--- config.mk ---
export PLATFORM = sky130hd
export DESIGN_NAME = irq_enable2_and_command_regs
export DESIGN_NICKNAME = d
export VERILOG_FILES = /design/src/pkg/irq_cmd_pkg.sv /design/src/verilog/ee_reload_seq.sv /design/src/verilog/led_drive.sv /design/src/verilog/irq_enable2_and_command_regs.sv
export SDC_FILE = /design/constraint.sdc
export NUM_CORES = 1
export LEC_CHECK = 0
export BUFFER_PORTS_ARGS = -buffer_cell sky130_fd_sc_hd__buf_2
export CORE_MARGIN = 2
export CORE_UTILIZATION = 38
export DETAILED_ROUTE_END_ITERATION = 10
export PLACE_DENSITY = 0.72
export SKIP_LAST_GASP = 1
export SLEW_MARGIN = 5
export SYNTH_ARGS = -nofsm -noshare
export SYNTH_HDL_FRONTEND = slang
export SYNTH_HIERARCHICAL = 1
export SYNTH_SLANG_ARGS = --single-unit
export TNS_END_PERCENT = 100
--- constraint.sdc ---
create_clock -name core_clk -period 3.6 [get_ports core_clk]
set_input_delay 0.18 -clock core_clk [delete_from_list [all_inputs] [get_ports core_clk]]
set_output_delay 0.18 -clock core_clk [all_outputs]
set_load 0.05 [all_outputs]
--- src/pkg/irq_cmd_pkg.sv ---
// constants and carrier types of the second interrupt-enable and upper command registers
package irq_cmd_pkg;
   // register byte offsets
   localparam logic [7:0] IEN_PRI_OFS = 8'h38;
   localparam logic [7:0] STS_SECOND_OFS = 8'h80;
   localparam logic [7:0] IEN_SEC_OFS = 8'h84;
   localparam logic [7:0] CMD_UPPER_OFS = 8'h88;
   localparam logic [7:0] IRQ_MASK_OFS = 8'hA0;
   localparam logic [7:0] PM_FIRST_OFS = 8'hC0;
   // enable, status and mask field positions
   localparam int TX_EARLY_BIT = 31;
   localparam int RX_EARLY_BIT = 30;
   localparam int XCVR_BIT = 29;
   localparam int TX_DEF_BIT = 28;
   localparam int SUM_NORM_BIT = 16;
   localparam int SUM_ABN_BIT = 15;
   localparam int SHARED_W = 15;
   // command field positions
   localparam int DEEP_SLEEP_WAKE_SUPPORT_BIT = 31;
   localparam int AUX_LSB = 28;
   localparam int LED4_BIT = 23;
   localparam int RFS_LSB = 21;
   localparam int PM_WAKE_BIT = 31;
   localparam int EE_BASE = 16;
   // reset and load values
   localparam logic [3:0] IEN_HI_RST = 4'h0;
   localparam logic [14:0] IEN_LOW_RST = 15'h0000;
   localparam logic SUM_EN_RST = 1'b0;
   localparam logic STS_NORM_RST = 1'b0;
   localparam logic STS_ABN_RST = 1'b1;
   localparam logic DEEP_SLEEP_WAKE_SUPPORT_RST = 1'b0;
   localparam logic LED4_RST = 1'b0;
   localparam logic [2:0] AUX_RST = 3'h0;
   localparam logic [2:0] AUX_WAKE = 3'h7;
   localparam logic [1:0] RFS_RST = 2'h2;
   localparam logic [1:0] RFS_1K = 2'h3;
   localparam logic [11:0] FIFO_1K_BYTES = 12'h400;
   localparam logic [11:0] FIFO_2K_BYTES = 12'h800;
   // cycles to wait for the serial prom word before keeping defaults
   localparam int EE_WAIT_CYCLES = 1024;

   typedef struct packed {
      logic tx_early;
      logic rx_early;
      logic xcvr;
      logic tx_deferred;
   } add_event_t;

   typedef struct packed {
      logic speed100;
      logic link;
      logic activity;
      logic full_duplex;
      logic collision;
   } link_status_t;
endpackage : irq_cmd_pkg

--- src/verilog/ee_reload_seq.sv ---
// fetch of the upper command word from the serial prom after reset or on request
`timescale 1ns/1ps
`default_nettype none
module ee_reload_seq #(
   parameter int WAIT_CYCLES = irq_cmd_pkg::EE_WAIT_CYCLES
) (
   // clock and reset
   input wire logic core_clk,
   input wire logic arst_n,
   // prom side
   input wire logic reload,
   input wire logic ee_valid,
   input wire logic [15:0] ee_data,
   output logic ee_req,
   // register side
   output logic load_pulse,
   output logic [15:0] load_data
);
   typedef enum logic [1:0] {ST_FETCH = 2'b01, ST_IDLE = 2'b10} ld_state_t;
   ld_state_t state_reg, state_next;
   logic [15:0] wait_reg, wait_next;
   logic load_next;
   logic [15:0] data_reg, data_next;

   generate
      if (WAIT_CYCLES < 1 || WAIT_CYCLES > 65535) begin : g_bad_wait
         $error("WAIT_CYCLES out of range");
      end
   endgenerate

   always_comb begin
      state_next = state_reg;
      wait_next = wait_reg;
      load_next = 1'b0;
      data_next = data_reg;
      case (state_reg)
         ST_FETCH: begin
            if (ee_valid) begin
               load_next = 1'b1;
               data_next = ee_data;
               state_next = ST_IDLE;
            end else if (wait_reg == 16'(WAIT_CYCLES - 1)) begin
               // no prom answer: defaults stay in place
               state_next = ST_IDLE;
            end else begin
               wait_next = wait_reg + 16'h0001;
            end
         end
         ST_IDLE: begin
            if (reload) begin
               wait_next = 16'h0000;
               state_next = ST_FETCH;
            end
         end
         default: state_next = ST_IDLE;
      endcase
   end

   always_ff @(posedge core_clk or negedge arst_n) begin
      if (!arst_n) begin
         state_reg <= ST_FETCH;
         wait_reg <= 16'h0000;
         load_pulse <= 1'b0;
         data_reg <= 16'h0000;
      end else begin
         state_reg <= state_next;
         wait_reg <= wait_next;
         load_pulse <= load_next;
         data_reg <= data_next;
      end
   end

   assign ee_req = (state_reg == ST_FETCH);
   assign load_data = data_reg;
endmodule : ee_reload_seq
`default_nettype wire

--- src/verilog/led_drive.sv ---
// three- or four-lamp status display driver
`timescale 1ns/1ps
`default_nettype none
module led_drive (
   // clock and reset
   input wire logic core_clk,
   input wire logic arst_n,
   // mode and link state
   input wire logic four_led_select,
   input wire irq_cmd_pkg::link_status_t link_st,
   // lamps
   output logic [3:0] led
);
   logic [3:0] led_next;

   always_comb begin
      if (four_led_select) begin
         led_next[0] = link_st.link & link_st.speed100;
         led_next[1] = link_st.link & ~link_st.speed100;
         led_next[2] = link_st.activity;
         led_next[3] = link_st.full_duplex | link_st.collision;
      end else begin
         // link lamp blinks off while traffic passes
         led_next[0] = link_st.speed100;
         led_next[1] = link_st.link & ~link_st.activity;
         led_next[2] = link_st.full_duplex | link_st.collision;
         led_next[3] = 1'b0;
      end
   end

   always_ff @(posedge core_clk or negedge arst_n) begin
      if (!arst_n) begin
         led <= 4'h0;
      end else begin
         led <= led_next;
      end
   end
endmodule : led_drive
`default_nettype wire

--- src/verilog/irq_enable2_and_command_regs.sv ---
// second interrupt-enable register, upper command register and added-interrupt status
`timescale 1ns/1ps
`default_nettype none
module irq_enable2_and_command_regs #(
   parameter int EE_WAIT = irq_cmd_pkg::EE_WAIT_CYCLES
) (
   // clock and reset
   input wire logic core_clk,
   input wire logic arst_n,
   // wishbone slave
   input wire logic wb_cyc_i,
   input wire logic wb_stb_i,
   input wire logic wb_we_i,
   input wire logic [7:0] wb_adr_i,
   input wire logic [3:0] wb_sel_i,
   input wire logic [31:0] wb_dat_i,
   output logic [31:0] wb_dat_o,
   output logic wb_ack_o,
   // added interrupt sources
   input wire irq_cmd_pkg::add_event_t add_evt,
   // serial prom
   input wire logic ee_reload,
   input wire logic ee_valid,
   input wire logic [15:0] ee_data,
   output logic ee_req,
   // power
   input wire logic aux_power_detect,
   output logic pm_wake_d3cold,
   // summaries and interrupt
   output logic normal_summary_add,
   output logic abnormal_summary_add,
   output logic [14:0] ien_shared,
   output logic irq,
   // link lamps and fifo size
   input wire irq_cmd_pkg::link_status_t link_st,
   output logic [3:0] led,
   output logic [11:0] rx_fifo_bytes,
   output logic rx_fifo_1k
);
   ////////////////////////////////////////////////////////////////////////////
   logic ack_reg, ack_next;
   logic [31:0] rdat_reg, rdat_next;
   logic [31:0] wmask;
   logic req, wr, wr_pri, wr_sec, wr_cmd, wr_sts, wr_msk;
   logic [31:0] wval_pri, wval_sec, wval_cmd, wval_msk;
   logic [31:0] view_pri, view_sec, view_cmd, view_sts, view_msk, view_pm;

   logic [3:0] ien_hi_reg, ien_hi_next;
   logic added_normal_summary_enable_reg, added_normal_summary_enable_next;
   logic added_abnormal_summary_enable_reg, added_abnormal_summary_enable_next;
   logic [14:0] ien_low_reg, ien_low_next;

   logic deep_sleep_wake_support_reg, deep_sleep_wake_support_next;
   logic [2:0] aux_reg, aux_next;
   logic four_led_reg, four_led_next;
   logic [1:0] rfs_reg, rfs_next;

   logic [3:0] sts_hi_reg, sts_hi_next;
   logic ans_reg, ans_next;
   logic aas_reg, aas_next;
   logic [3:0] msk_hi_reg, msk_hi_next;
   logic mans_reg, mans_next;
   logic maas_reg, maas_next;

   logic norm_reg, norm_next, abn_reg, abn_next;
   logic pm_reg, pm_next, irq_reg, irq_next;
   logic [11:0] fifo_reg, fifo_next;
   logic [3:0] ev4, clr_hi;
   logic ee_load;
   logic [15:0] ee_word;

   ////////////////////////////////////////////////////////////////////////////
   // byte lanes
   genvar b;
   generate
      for (b = 0; b < 4; b++) begin : g_lane
         assign wmask[8*b+7:8*b] = {8{wb_sel_i[b]}};
      end
      if (EE_WAIT < 1) begin : g_bad_wait
         $error("EE_WAIT must be at least one");
      end
   endgenerate

   assign req = wb_cyc_i & wb_stb_i & ~ack_reg;
   assign wr = req & wb_we_i;
   assign wr_pri = wr & (wb_adr_i == irq_cmd_pkg::IEN_PRI_OFS);
   assign wr_sec = wr & (wb_adr_i == irq_cmd_pkg::IEN_SEC_OFS);
   assign wr_cmd = wr & (wb_adr_i == irq_cmd_pkg::CMD_UPPER_OFS);
   assign wr_sts = wr & (wb_adr_i == irq_cmd_pkg::STS_SECOND_OFS);
   assign wr_msk = wr & (wb_adr_i == irq_cmd_pkg::IRQ_MASK_OFS);

   ////////////////////////////////////////////////////////////////////////////
   // register views, reserved bits zero
   always_comb begin
      view_pri = 32'h00000000;
      view_pri[14:0] = ien_low_reg;
      view_sec = 32'h00000000;
      view_sec[irq_cmd_pkg::TX_EARLY_BIT:irq_cmd_pkg::TX_DEF_BIT] = ien_hi_reg;
      view_sec[irq_cmd_pkg::SUM_NORM_BIT] = added_normal_summary_enable_reg;
      view_sec[irq_cmd_pkg::SUM_ABN_BIT] = added_abnormal_summary_enable_reg;
      view_sec[14:0] = ien_low_reg;
      view_cmd = 32'h00000000;
      view_cmd[irq_cmd_pkg::DEEP_SLEEP_WAKE_SUPPORT_BIT] = deep_sleep_wake_support_reg;
      view_cmd[irq_cmd_pkg::AUX_LSB+2:irq_cmd_pkg::AUX_LSB] = aux_reg;
      view_cmd[irq_cmd_pkg::LED4_BIT] = four_led_reg;
      view_cmd[irq_cmd_pkg::RFS_LSB+1:irq_cmd_pkg::RFS_LSB] = rfs_reg;
      view_sts = 32'h00000000;
      view_sts[irq_cmd_pkg::TX_EARLY_BIT:irq_cmd_pkg::TX_DEF_BIT] = sts_hi_reg;
      view_sts[irq_cmd_pkg::SUM_NORM_BIT] = ans_reg;
      view_sts[irq_cmd_pkg::SUM_ABN_BIT] = aas_reg;
      view_msk = 32'h00000000;
      view_msk[irq_cmd_pkg::TX_EARLY_BIT:irq_cmd_pkg::TX_DEF_BIT] = msk_hi_reg;
      view_msk[irq_cmd_pkg::SUM_NORM_BIT] = mans_reg;
      view_msk[irq_cmd_pkg::SUM_ABN_BIT] = maas_reg;
      view_pm = 32'h00000000;
      view_pm[irq_cmd_pkg::PM_WAKE_BIT] = pm_reg;
   end

   assign wval_pri = (view_pri & ~wmask) | (wb_dat_i & wmask);
   assign wval_sec = (view_sec & ~wmask) | (wb_dat_i & wmask);
   assign wval_cmd = (view_cmd & ~wmask) | (wb_dat_i & wmask);
   assign wval_msk = (view_msk & ~wmask) | (wb_dat_i & wmask);

   ////////////////////////////////////////////////////////////////////////////
   // bus answer: one cycle after the request, unmapped reads give zero
   always_comb begin
      ack_next = req;
      rdat_next = rdat_reg;
      if (req) begin
         case (wb_adr_i)
            irq_cmd_pkg::IEN_PRI_OFS: rdat_next = view_pri;
            irq_cmd_pkg::IEN_SEC_OFS: rdat_next = view_sec;
            irq_cmd_pkg::CMD_UPPER_OFS: rdat_next = view_cmd;
            irq_cmd_pkg::STS_SECOND_OFS: rdat_next = view_sts;
            irq_cmd_pkg::IRQ_MASK_OFS: rdat_next = view_msk;
            irq_cmd_pkg::PM_FIRST_OFS: rdat_next = view_pm;
            default: rdat_next = 32'h00000000;
         endcase
      end
   end

   always_ff @(posedge core_clk or negedge arst_n) begin
      if (!arst_n) begin
         ack_reg <= 1'b0;
         rdat_reg <= 32'h00000000;
      end else begin
         ack_reg <= ack_next;
         rdat_reg <= rdat_next;
      end
   end

   assign wb_ack_o = ack_reg;
   assign wb_dat_o = rdat_reg;

   ////////////////////////////////////////////////////////////////////////////
   // enable registers
   always_comb begin
      ien_hi_next = ien_hi_reg;
      added_normal_summary_enable_next = added_normal_summary_enable_reg;
      added_abnormal_summary_enable_next = added_abnormal_summary_enable_reg;
      ien_low_next = ien_low_reg;
      if (wr_pri) begin
         ien_low_next = wval_pri[14:0];
      end
      if (wr_sec) begin
         ien_hi_next = wval_sec[irq_cmd_pkg::TX_EARLY_BIT:irq_cmd_pkg::TX_DEF_BIT];
         added_normal_summary_enable_next = wval_sec[irq_cmd_pkg::SUM_NORM_BIT];
         added_abnormal_summary_enable_next = wval_sec[irq_cmd_pkg::SUM_ABN_BIT];
         ien_low_next = wval_sec[14:0];
      end
   end

   always_ff @(posedge core_clk or negedge arst_n) begin
      if (!arst_n) begin
         ien_hi_reg <= irq_cmd_pkg::IEN_HI_RST;
         added_normal_summary_enable_reg <= irq_cmd_pkg::SUM_EN_RST;
         added_abnormal_summary_enable_reg <= irq_cmd_pkg::SUM_EN_RST;
         ien_low_reg <= irq_cmd_pkg::IEN_LOW_RST;
      end else begin
         ien_hi_reg <= ien_hi_next;
         added_normal_summary_enable_reg <= added_normal_summary_enable_next;
         added_abnormal_summary_enable_reg <= added_abnormal_summary_enable_next;
         ien_low_reg <= ien_low_next;
      end
   end

   assign ien_shared = ien_low_reg;

   ////////////////////////////////////////////////////////////////////////////
   // command register, prom load wins over a software write
   ee_reload_seq #(
      .WAIT_CYCLES(EE_WAIT)
   ) u_reload (
      .core_clk(core_clk),
      .arst_n(arst_n),
      .reload(ee_reload),
      .ee_valid(ee_valid),
      .ee_data(ee_data),
      .ee_req(ee_req),
      .load_pulse(ee_load),
      .load_data(ee_word)
   );

   always_comb begin
      deep_sleep_wake_support_next = deep_sleep_wake_support_reg;
      aux_next = aux_reg;
      four_led_next = four_led_reg;
      rfs_next = rfs_reg;
      if (ee_load) begin
         // upper half taken from the prom word
         deep_sleep_wake_support_next = ee_word[irq_cmd_pkg::DEEP_SLEEP_WAKE_SUPPORT_BIT-irq_cmd_pkg::EE_BASE];
         four_led_next = ee_word[irq_cmd_pkg::LED4_BIT-irq_cmd_pkg::EE_BASE];
         rfs_next = ee_word[irq_cmd_pkg::RFS_LSB-irq_cmd_pkg::EE_BASE+:2];
         // load default follows the wake capability and aux power detect
         aux_next = (deep_sleep_wake_support_next && aux_power_detect) ? irq_cmd_pkg::AUX_WAKE : irq_cmd_pkg::AUX_RST;
      end else if (wr_cmd) begin
         deep_sleep_wake_support_next = wval_cmd[irq_cmd_pkg::DEEP_SLEEP_WAKE_SUPPORT_BIT];
         aux_next = wval_cmd[irq_cmd_pkg::AUX_LSB+:3];
         four_led_next = wval_cmd[irq_cmd_pkg::LED4_BIT];
         rfs_next = wval_cmd[irq_cmd_pkg::RFS_LSB+:2];
      end
   end

   always_ff @(posedge core_clk or negedge arst_n) begin
      if (!arst_n) begin
         deep_sleep_wake_support_reg <= irq_cmd_pkg::DEEP_SLEEP_WAKE_SUPPORT_RST;
         aux_reg <= irq_cmd_pkg::AUX_RST;
         four_led_reg <= irq_cmd_pkg::LED4_RST;
         rfs_reg <= irq_cmd_pkg::RFS_RST;
      end else begin
         deep_sleep_wake_support_reg <= deep_sleep_wake_support_next;
         aux_reg <= aux_next;
         four_led_reg <= four_led_next;
         rfs_reg <= rfs_next;
      end
   end

   ////////////////////////////////////////////////////////////////////////////
   // added status: set wins over a write-one clear
   assign ev4 = {add_evt.tx_early, add_evt.rx_early, add_evt.xcvr, add_evt.tx_deferred};
   assign clr_hi = wr_sts ? (wb_dat_i[31:28] & wmask[31:28]) : 4'h0;

   always_comb begin
      sts_hi_next = (sts_hi_reg & ~clr_hi) | ev4;
      ans_next = (ans_reg & ~(wr_sts & wmask[16] & wb_dat_i[16])) | (|(ev4[3:2] & ien_hi_reg[3:2]));
      aas_next = (aas_reg & ~(wr_sts & wmask[15] & wb_dat_i[15])) | (|(ev4[1:0] & ien_hi_reg[1:0]));
      msk_hi_next = wr_msk ? wval_msk[31:28] : msk_hi_reg;
      mans_next = wr_msk ? wval_msk[16] : mans_reg;
      maas_next = wr_msk ? wval_msk[15] : maas_reg;
      // tx/rx early into the normal summary
      norm_next = added_normal_summary_enable_reg & (|(sts_hi_reg[3:2] & ien_hi_reg[3:2]));
      // bit 27 has no source, so only 29 and 28 feed it
      abn_next = added_abnormal_summary_enable_reg & (|(sts_hi_reg[1:0] & ien_hi_reg[1:0]));
      irq_next = (|(sts_hi_reg & msk_hi_reg)) | (ans_reg & mans_reg) | (aas_reg & maas_reg);
      pm_next = deep_sleep_wake_support_reg & aux_power_detect;
      // reserved codes fall back to the larger fifo
      fifo_next = (rfs_reg == irq_cmd_pkg::RFS_1K) ? irq_cmd_pkg::FIFO_1K_BYTES : irq_cmd_pkg::FIFO_2K_BYTES;
   end

   always_ff @(posedge core_clk or negedge arst_n) begin
      if (!arst_n) begin
         sts_hi_reg <= 4'h0;
         ans_reg <= irq_cmd_pkg::STS_NORM_RST;
         aas_reg <= irq_cmd_pkg::STS_ABN_RST;
         msk_hi_reg <= 4'h0;
         mans_reg <= 1'b0;
         maas_reg <= 1'b0;
         norm_reg <= 1'b0;
         abn_reg <= 1'b0;
         irq_reg <= 1'b0;
         pm_reg <= 1'b0;
         fifo_reg <= irq_cmd_pkg::FIFO_2K_BYTES;
      end else begin
         sts_hi_reg <= sts_hi_next;
         ans_reg <= ans_next;
         aas_reg <= aas_next;
         msk_hi_reg <= msk_hi_next;
         mans_reg <= mans_next;
         maas_reg <= maas_next;
         norm_reg <= norm_next;
         abn_reg <= abn_next;
         irq_reg <= irq_next;
         pm_reg <= pm_next;
         fifo_reg <= fifo_next;
      end
   end

   assign normal_summary_add = norm_reg;
   assign abnormal_summary_add = abn_reg;
   assign irq = irq_reg;
   assign pm_wake_d3cold = pm_reg;
   assign rx_fifo_bytes = fifo_reg;
   assign rx_fifo_1k = (fifo_reg == irq_cmd_pkg::FIFO_1K_BYTES);

   ////////////////////////////////////////////////////////////////////////////
   // lamp set chosen by mode bit
   led_drive u_led (
      .core_clk(core_clk),
      .arst_n(arst_n),
      .four_led_select(four_led_reg),
      .link_st(link_st),
      .led(led)
   );
endmodule : irq_enable2_and_command_regs
`default_nettype wire

==> results by group, run 1 <==
Outcome
  – Status: finished, final reports clean

Worst setup path
  – CP endpoint kind: flop
  – R2R Path Start: wb_ack_o$_DFF_PN0_
  – R2R depth: 4
  – FF-to-FF setup slack: about 1.4 ns
  – CP Launch Type: flop
  – Critical path class: reg2reg
  – Crit-path cells: and4b_1, and2_1, and3_1, mux2_4
  – Worst Path Arrival: 2.41 ns
  – Crit-path max cell delay: ~0.5 ns
  – Worst Path Max Fanout: 12
  – Crit-path slowest cell: and2_1
  – Worst EP required: approximately 3.8 ns
  – Worst Setup SP: wb_ack_o$_DFF_PN0_

Finish
  – Most common cell after layout, fill and taps aside: buf_2
  – Register area: approximately 2500 um2
  – Diodes inserted: 0
  – Area grow syn2layout: 19.19%
  – Footprint of the multi-input gates: 2019 um2
  – Nets: between 500 and 600
  – FILL cells: 1117
  – Fraction of layout cells with a size suffix above 1: 0.3643
  – Commonest non-fill, non-tap cells in the layout: buf_2, dfrtp_1, nand2_1
  – Fin cells: ~680

GRT
  – Total gr overflow: 0
  – Vias in the first global route: 3553
  – Initial antenna violation count: 0
  – Pin count of the biggest net entering global routing: approximately 70
  – Total Routing Usage GR: 0.1726
  – Global-route wire length before repair: around 18000 um

Flow run
  – Max-cap violations: 0

Placed design
  – Placed insts: approximately 670
  – HPWL Detailed: between 8000 and 9000 um
  – GPL Wtd Cong: slightly below 0.9
  – Port Buf Inserts: roughly 110
  – Place WS: between 1 and 1.5 ns

Synth
  – Avg Inst Size Synth: 11.47 um2
  – Yosys warns: 6
  – Post-Syn Instances: around 400
  – Mapped cell area: approximately 4700 um2

Timing
  – Final Skew: 0.008960 ns
  – RSZ-0062 raised after global routing: no
  – Setup slack after layout: approximately 1.4 ns
  – Final Hold Vio Count: 0
  – Setup-failing EPs final: 0
  – Worst slew pin tran: 1.011 ns
  – Tcrit/Tclk final: 0.6091
  – Relative slew slack: 0.3226
  – Min cycle time layout: roughly 2.2 ns
  – Final Slew Violations: 0
  – Setup_tns: 0 ns
  – Max Clock Freq: between 0.4 and 0.5 GHz

Route
  – Final ANT Viol Nets: 0
  – DR vias: approximately 3600
  – Number of remaining DRC errors: 0
  – Drt wl/cell: 16.64 um
  – Final wirelength: approximately 11000 um
  – Via density: around 5.3
  – First-pass DRT Iterations: 4
  – Initial DRC Count: 291

Clock tree
  – CTS Root Cell: clkbuf_16
  – Post-CTS Setup Bufs: 0
  – CTS tree: built
  – Latest clock arrival within the worst-skew pair: around 0.34 ns
  – Cts repair resizes: 0
  – Htree depth: 3
  – Reg clk slew, reported paths: approximately 0.07 ns
  – CTS Buffer Depth: 2
  – Sink Count: 98
  – CTS Hold Bufs: 1
  – Total CTS buffers: 9

Die
  – Chip width: around 120 um
  – Starting Density: 0.3898
  – DIE HEIGHT: about 120 um
  – Row cnt: 40
  – I/O pins: around 150
  – Core area: 12060 um2
  – Die area: approximately 13000 um2

Min path
  – Hold Crit Class: in2reg

Power
  – VDD IR max: 217.9 uV
  – Leak pwr: approximately 2.8 nW
  – PD cells: around 500 nW/um2
-- worst min path at each step --
| stage | end | startpoint | cells past startpoint | slack [ns] |
|---|---|---|---|---|
| after floorplan | async pin | arst_n | 0 | -0.12 |
| after global placement | normal_summary_add$_DFF_PN0_ | arst_n | 1 | 0.35 |
| after detailed placement | async pin | arst_n | 1 | 0.36 |
| after CTS | sts_hi_reg[0]$_DFF_PN0_ | add_evt[0] | 2 | 0.03 |
| after global routing | sts_hi_reg[0]$_DFF_PN0_ | add_evt[0] | 2 | 0.03 |
| final | sts_hi_reg[0]$_DFF_PN0_ | add_evt[0] | 2 | 0.04 |
-- metal layers --
layer | share of wire | track usage | up-vias | routed length (um)
met1 | 0.43 | 0.2190 | 1765 | 4881
met2 | 0.47 | 0.2757 | 150 | 5329
met5 | 0 | 0 | - | 0
met3 | 0.081 | 0.05061 | 20 | 921
li1 | - | - | 1672 | -
met4 | 0.022 | 0.07390 | 0 | 247
-- through the flow --
stage | power [W] | utilization | instance area, um2 | hold slack [ns]
2_1_floorplan | 0.001710 | - | 4766 | -0.1156
3_3_place_gp | 0.001833 | 0.4386 | 5290 | 0.3460
3_5_place_dp | 0.001853 | 0.4386 | 5290 | 0.3614
4_1_cts | 0.002836 | 0.4646 | 5604 | 0.03286
5_1_grt | 0.002931 | 0.4646 | 5604 | 0.03437
6_report | 0.002809 | 0.4646 | 5604 | 0.04196
-- worst max-delay path, delay by kind of cell, from the launching register on --
kind | cells | cell delay (ns)
simple gates | 3 | 1.33
flops | 1 | 0.40
mux | 1 | 0.34
-- report_power, final --
group	switching [W]	internal (W)
Sequential	0.0000960	0.00122
Clock	0.000421	0.000559
Combinational	0.000346	0.000170
Total	0.000863	0.00195
-- area by class of cell --
cell class                      count  share of cell area
Tap cell                          168             0.03751
Clock inverter                      6             0.01161
Sequential cell                    98              0.4385
Clock buffer                       10             0.04264
Inverter                           12            0.008038
Multi-Input combinational cell    279              0.3603
Timing Repair Buffer              111              0.1014
Power figures use the tool's default switching activity.
==> run 2, diff against run 1 <==
--- a/config.mk
+++ b/config.mk
@@ -9,7 +9,7 @@
 export CORE_MARGIN = 2
 export CORE_UTILIZATION = 38
 export DETAILED_ROUTE_END_ITERATION = 10
-export PLACE_DENSITY = 0.72
+export PLACE_DENSITY = 0.75
 export SKIP_LAST_GASP = 1
 export SLEW_MARGIN = 5
 export SYNTH_ARGS = -nofsm -noshare
==> constraint.sdc (replaced) <==
create_clock -name core_clk -period 2 [get_ports core_clk]
set_input_delay 0.1 -clock core_clk [delete_from_list [all_inputs] [get_ports core_clk]]
set_output_delay 0.1 -clock core_clk [all_outputs]
set_load 0.05 [all_outputs]
==> run 2 against run 1 <==
  * Wire length up 2.9%
  * Flip-flop and latch count unchanged
  * First-iteration DRC count down 3.1%
  * Sequential share of layout area down 2.9 points
  * Power up 79%
  * Die area unchanged
  * Cell area up 7.2%
  * Global-route usage up 0.58 points
  * Via count up 6.5%
  * Register-to-register slack worse by 1.3 ns
  * Clock-buffer cell count unchanged
==> results by group, run 2 (synthesized netlist as in run 1, its figures left out) <==
Outcome
  – Status: finished, final reports clean

Finish
  – Area grow syn2layout: 27.73%
  – Footprint of the multi-input gates: 2027 um2 (+0.37%)
  – Register area: 2457 um2 (unchanged)
  – Design area: 6006 um2 (+7.2%)
  – Fin cells: 731 (+6.9%)
  – Diodes inserted: 0 (unchanged)
  – FILL cells: 1080 (-3.3%)
  – Nets: 636 (+8.0%)
  – Final Core Density: 0.4979 (+0.03330)
  – Commonest non-fill, non-tap cells in the layout: buf_2, dfrtp_1, nand2_1
  – Most common cell after layout, fill and taps aside: buf_2
  – Fraction of layout cells with a size suffix above 1: 0.3783 (+0.01399)

Worst setup path
  – Cell family with most CP delay: simple AND/OR/NAND/NOR gates
  – Critical path class: reg2reg
  – CP endpoint kind: flop
  – Worst Path Arrival: 2.14 ns (-0.27 ns)
  – Crit path buffers/inverters: 0 (unchanged)
  – Crit-path max cell delay: 0.57 ns (+0.08 ns)
  – Worst EP required: 2.21 ns (-1.61 ns)
  – CP Launch Type: flop
  – Worst Setup SP: u_reload/wait_reg[12]$_DFFE_PN0P_
  – Crit-path slowest cell: or4_4
  – Crit-path cells: or4_4, or4_4, a31oi_1, a31oi_1
  – R2R Path Start: u_reload/wait_reg[12]$_DFFE_PN0P_
  – Worst Path Max Fanout: 10 (-2)

Placed design
  – GPL Wtd Cong: 0.9048 (+1.7%)
  – Place WS: -0.04398 ns (-1.477 ns)
  – Port Buf Inserts: 108 (unchanged)
  – HPWL Detailed: 8461 um (+2.1%)
  – Placed insts: 686 (+2.8%)
  – Placed Area: 5453 um2 (+3.1%)

Power
  – Leak pwr: 2.973 nW (+7.1%)
  – Total power: 0.005039 W (+79%)
  – PD cells: 839.0 nW/um2 (+67%)
  – VDD IR max: 402.0 uV (+85%)

Die
  – I/O pins: 147 (unchanged)
  – Chip width: 115.2 um (unchanged)
  – DIE HEIGHT: 115.2 um (unchanged)
  – Starting Density: 0.3898 (unchanged)
  – Core area: 12060 um2 (unchanged)
  – Die area: 13280 um2 (unchanged)
  – Row cnt: 40 (unchanged)

Timing
  – Min cycle time layout: 1.928 ns (-0.2645 ns)
  – Tcrit/Tclk final: 0.9642 (+0.3551)
  – Relative slew slack: 0.5730 (+0.2504)
  – Final Skew: 0.008836 ns (-0.0001237 ns)
  – Setup slack after layout: 0.07168 ns (-1.336 ns)
  – Worst slew pin tran: 0.6405 ns (-0.3701 ns)
  – Max Clock Freq: 0.5186 GHz (+14%)
  – Final Hold Vio Count: 0 (unchanged)
  – Setup-failing EPs final: 0 (unchanged)
  – Final Slew Violations: 0 (unchanged)

Route
  – Top layer in use: met4
  – Number of remaining DRC errors: 0 (unchanged)
  – Via density: 5.253 (-0.39%)
  – First-pass DRT Iterations: 4 (unchanged)
  – Final ANT Viol Nets: 0 (unchanged)
  – Final wirelength: 11710 um (+2.9%)
  – Drt wl/cell: 16.02 um (-3.7%)
  – WL met2: 5656 um (+6.1%)
  – Metal-1 WL: 5099 um (+4.5%)
  – DR vias: 3840 (+6.5%)
  – Initial DRC Count: 282 (-3.1%)
  – Met3 routed WL: 758 um (-18%)

Min path
  – Critical hold path startpoint: link_st[4]
  – Hold Crit Class: in2reg

GRT
  – Initial antenna violation count: 0 (unchanged)
  – Total Routing Usage GR: 0.1784 (+0.005819)
  – Vias in the first global route: 3718 (+4.6%)
  – Total gr overflow: 0 (unchanged)
  – Pin count of the biggest net entering global routing: 48 (-32%)
  – Global-route wire length before repair: 18440 um (+3.6%)

Clock tree
  – Sink Count: 98 (unchanged)
  – CTS Buffer Depth: 2 (unchanged)
  – Latest clock arrival within the worst-skew pair: 0.34 ns (about the same)
  – CTS tree: built
  – Total CTS buffers: 9 (unchanged)
  – CTS Root Cell: clkbuf_16
  – Reg clk slew, reported paths: 0.06 ns (about the same)
  – Htree depth: 3 (unchanged)

Flow run
  – Max-cap violations: 0 (unchanged)
## run 2: changes by cell type in the layout (fill, tap and decap cells not counted), sizes merged
cell / previous run / this run
buf: 110 / 133
dlygate4sd3: 1 / 24
clkinvlp: 1 / 3
bufinv: 1 / 0
clkbuf: 10 / 11
clkinv: 3 / 2
## run 2: repair_timing
action                     in CTS  in global routing
pin swaps                       1                  3
hold buffers                   24                  0
hold endpoints to repair       65                  0
setup endpoints to repair       9                  6
resized for setup               0                  1
setup buffers                   0                  5
## run 2: metrics by stage
stage                      TNS, ns  hold slack [ns]
after floorplan                  0          -0.1956
final                            0          0.01556
after CTS                        0         0.005373
after global routing      -0.03626         0.008248
after global placement           0           0.1520
after detailed placement   -0.1645           0.1617
## run 2: metal layers
metal	up-vias	global-route usage
li1	1768	-
met4	0	0.05301
met3	20	0.04692
met1	1881	0.2340
met5	-	0
met2	171	0.2918
## run 2: worst reg2reg max path, cell delays in order (launching register included)
cell and delay (ns):
dfrtp_1 0.38, or4_4 0.57, or4_4 0.55, a31oi_1 0.24, a31oi_1 0.06
## run 2: cell type report
cell class | count | share of cell area
Multi-Input combinational cell | 279 | 0.3375
Inverter | 12 | 0.008125
Sequential cell | 98 | 0.4092
Clock buffer | 10 | 0.03813
Timing Repair Buffer | 158 | 0.1650
Clock inverter | 6 | 0.007083
Tap cell | 168 | 0.03500
## run 2: where the power goes
part | switching [W] | internal, W
logic | 0.000693 | 0.000419
clock network | 0.000736 | 0.000847
registers | 0.000150 | 0.00219
## run 2: path summary, 6_finish.rpt
| kind | endpoint | slack, ns | cells past startpoint |
|---|---|---|---|
| worst max-delay path | u_reload/wait_reg[5]$_DFFE_PN0P_ | 0.07 | 4 |
| worst min-delay path | u_led/led[0]$_DFF_PN0_ | 0.02 | 2 |
| worst max register to register | u_reload/wait_reg[5]$_DFFE_PN0P_ | 0.07 | 4 |
| worst min register to register | wb_dat_o[22]$_DFFE_PN0N_ | 0.47 | 2 |
| max in group asynchronous | u_reload/state_reg[0]$_DFFE_PN1P_ | 0.98 | 3 |
| min in group asynchronous | irq$_DFF_PN0_ | 0.33 | 2 |
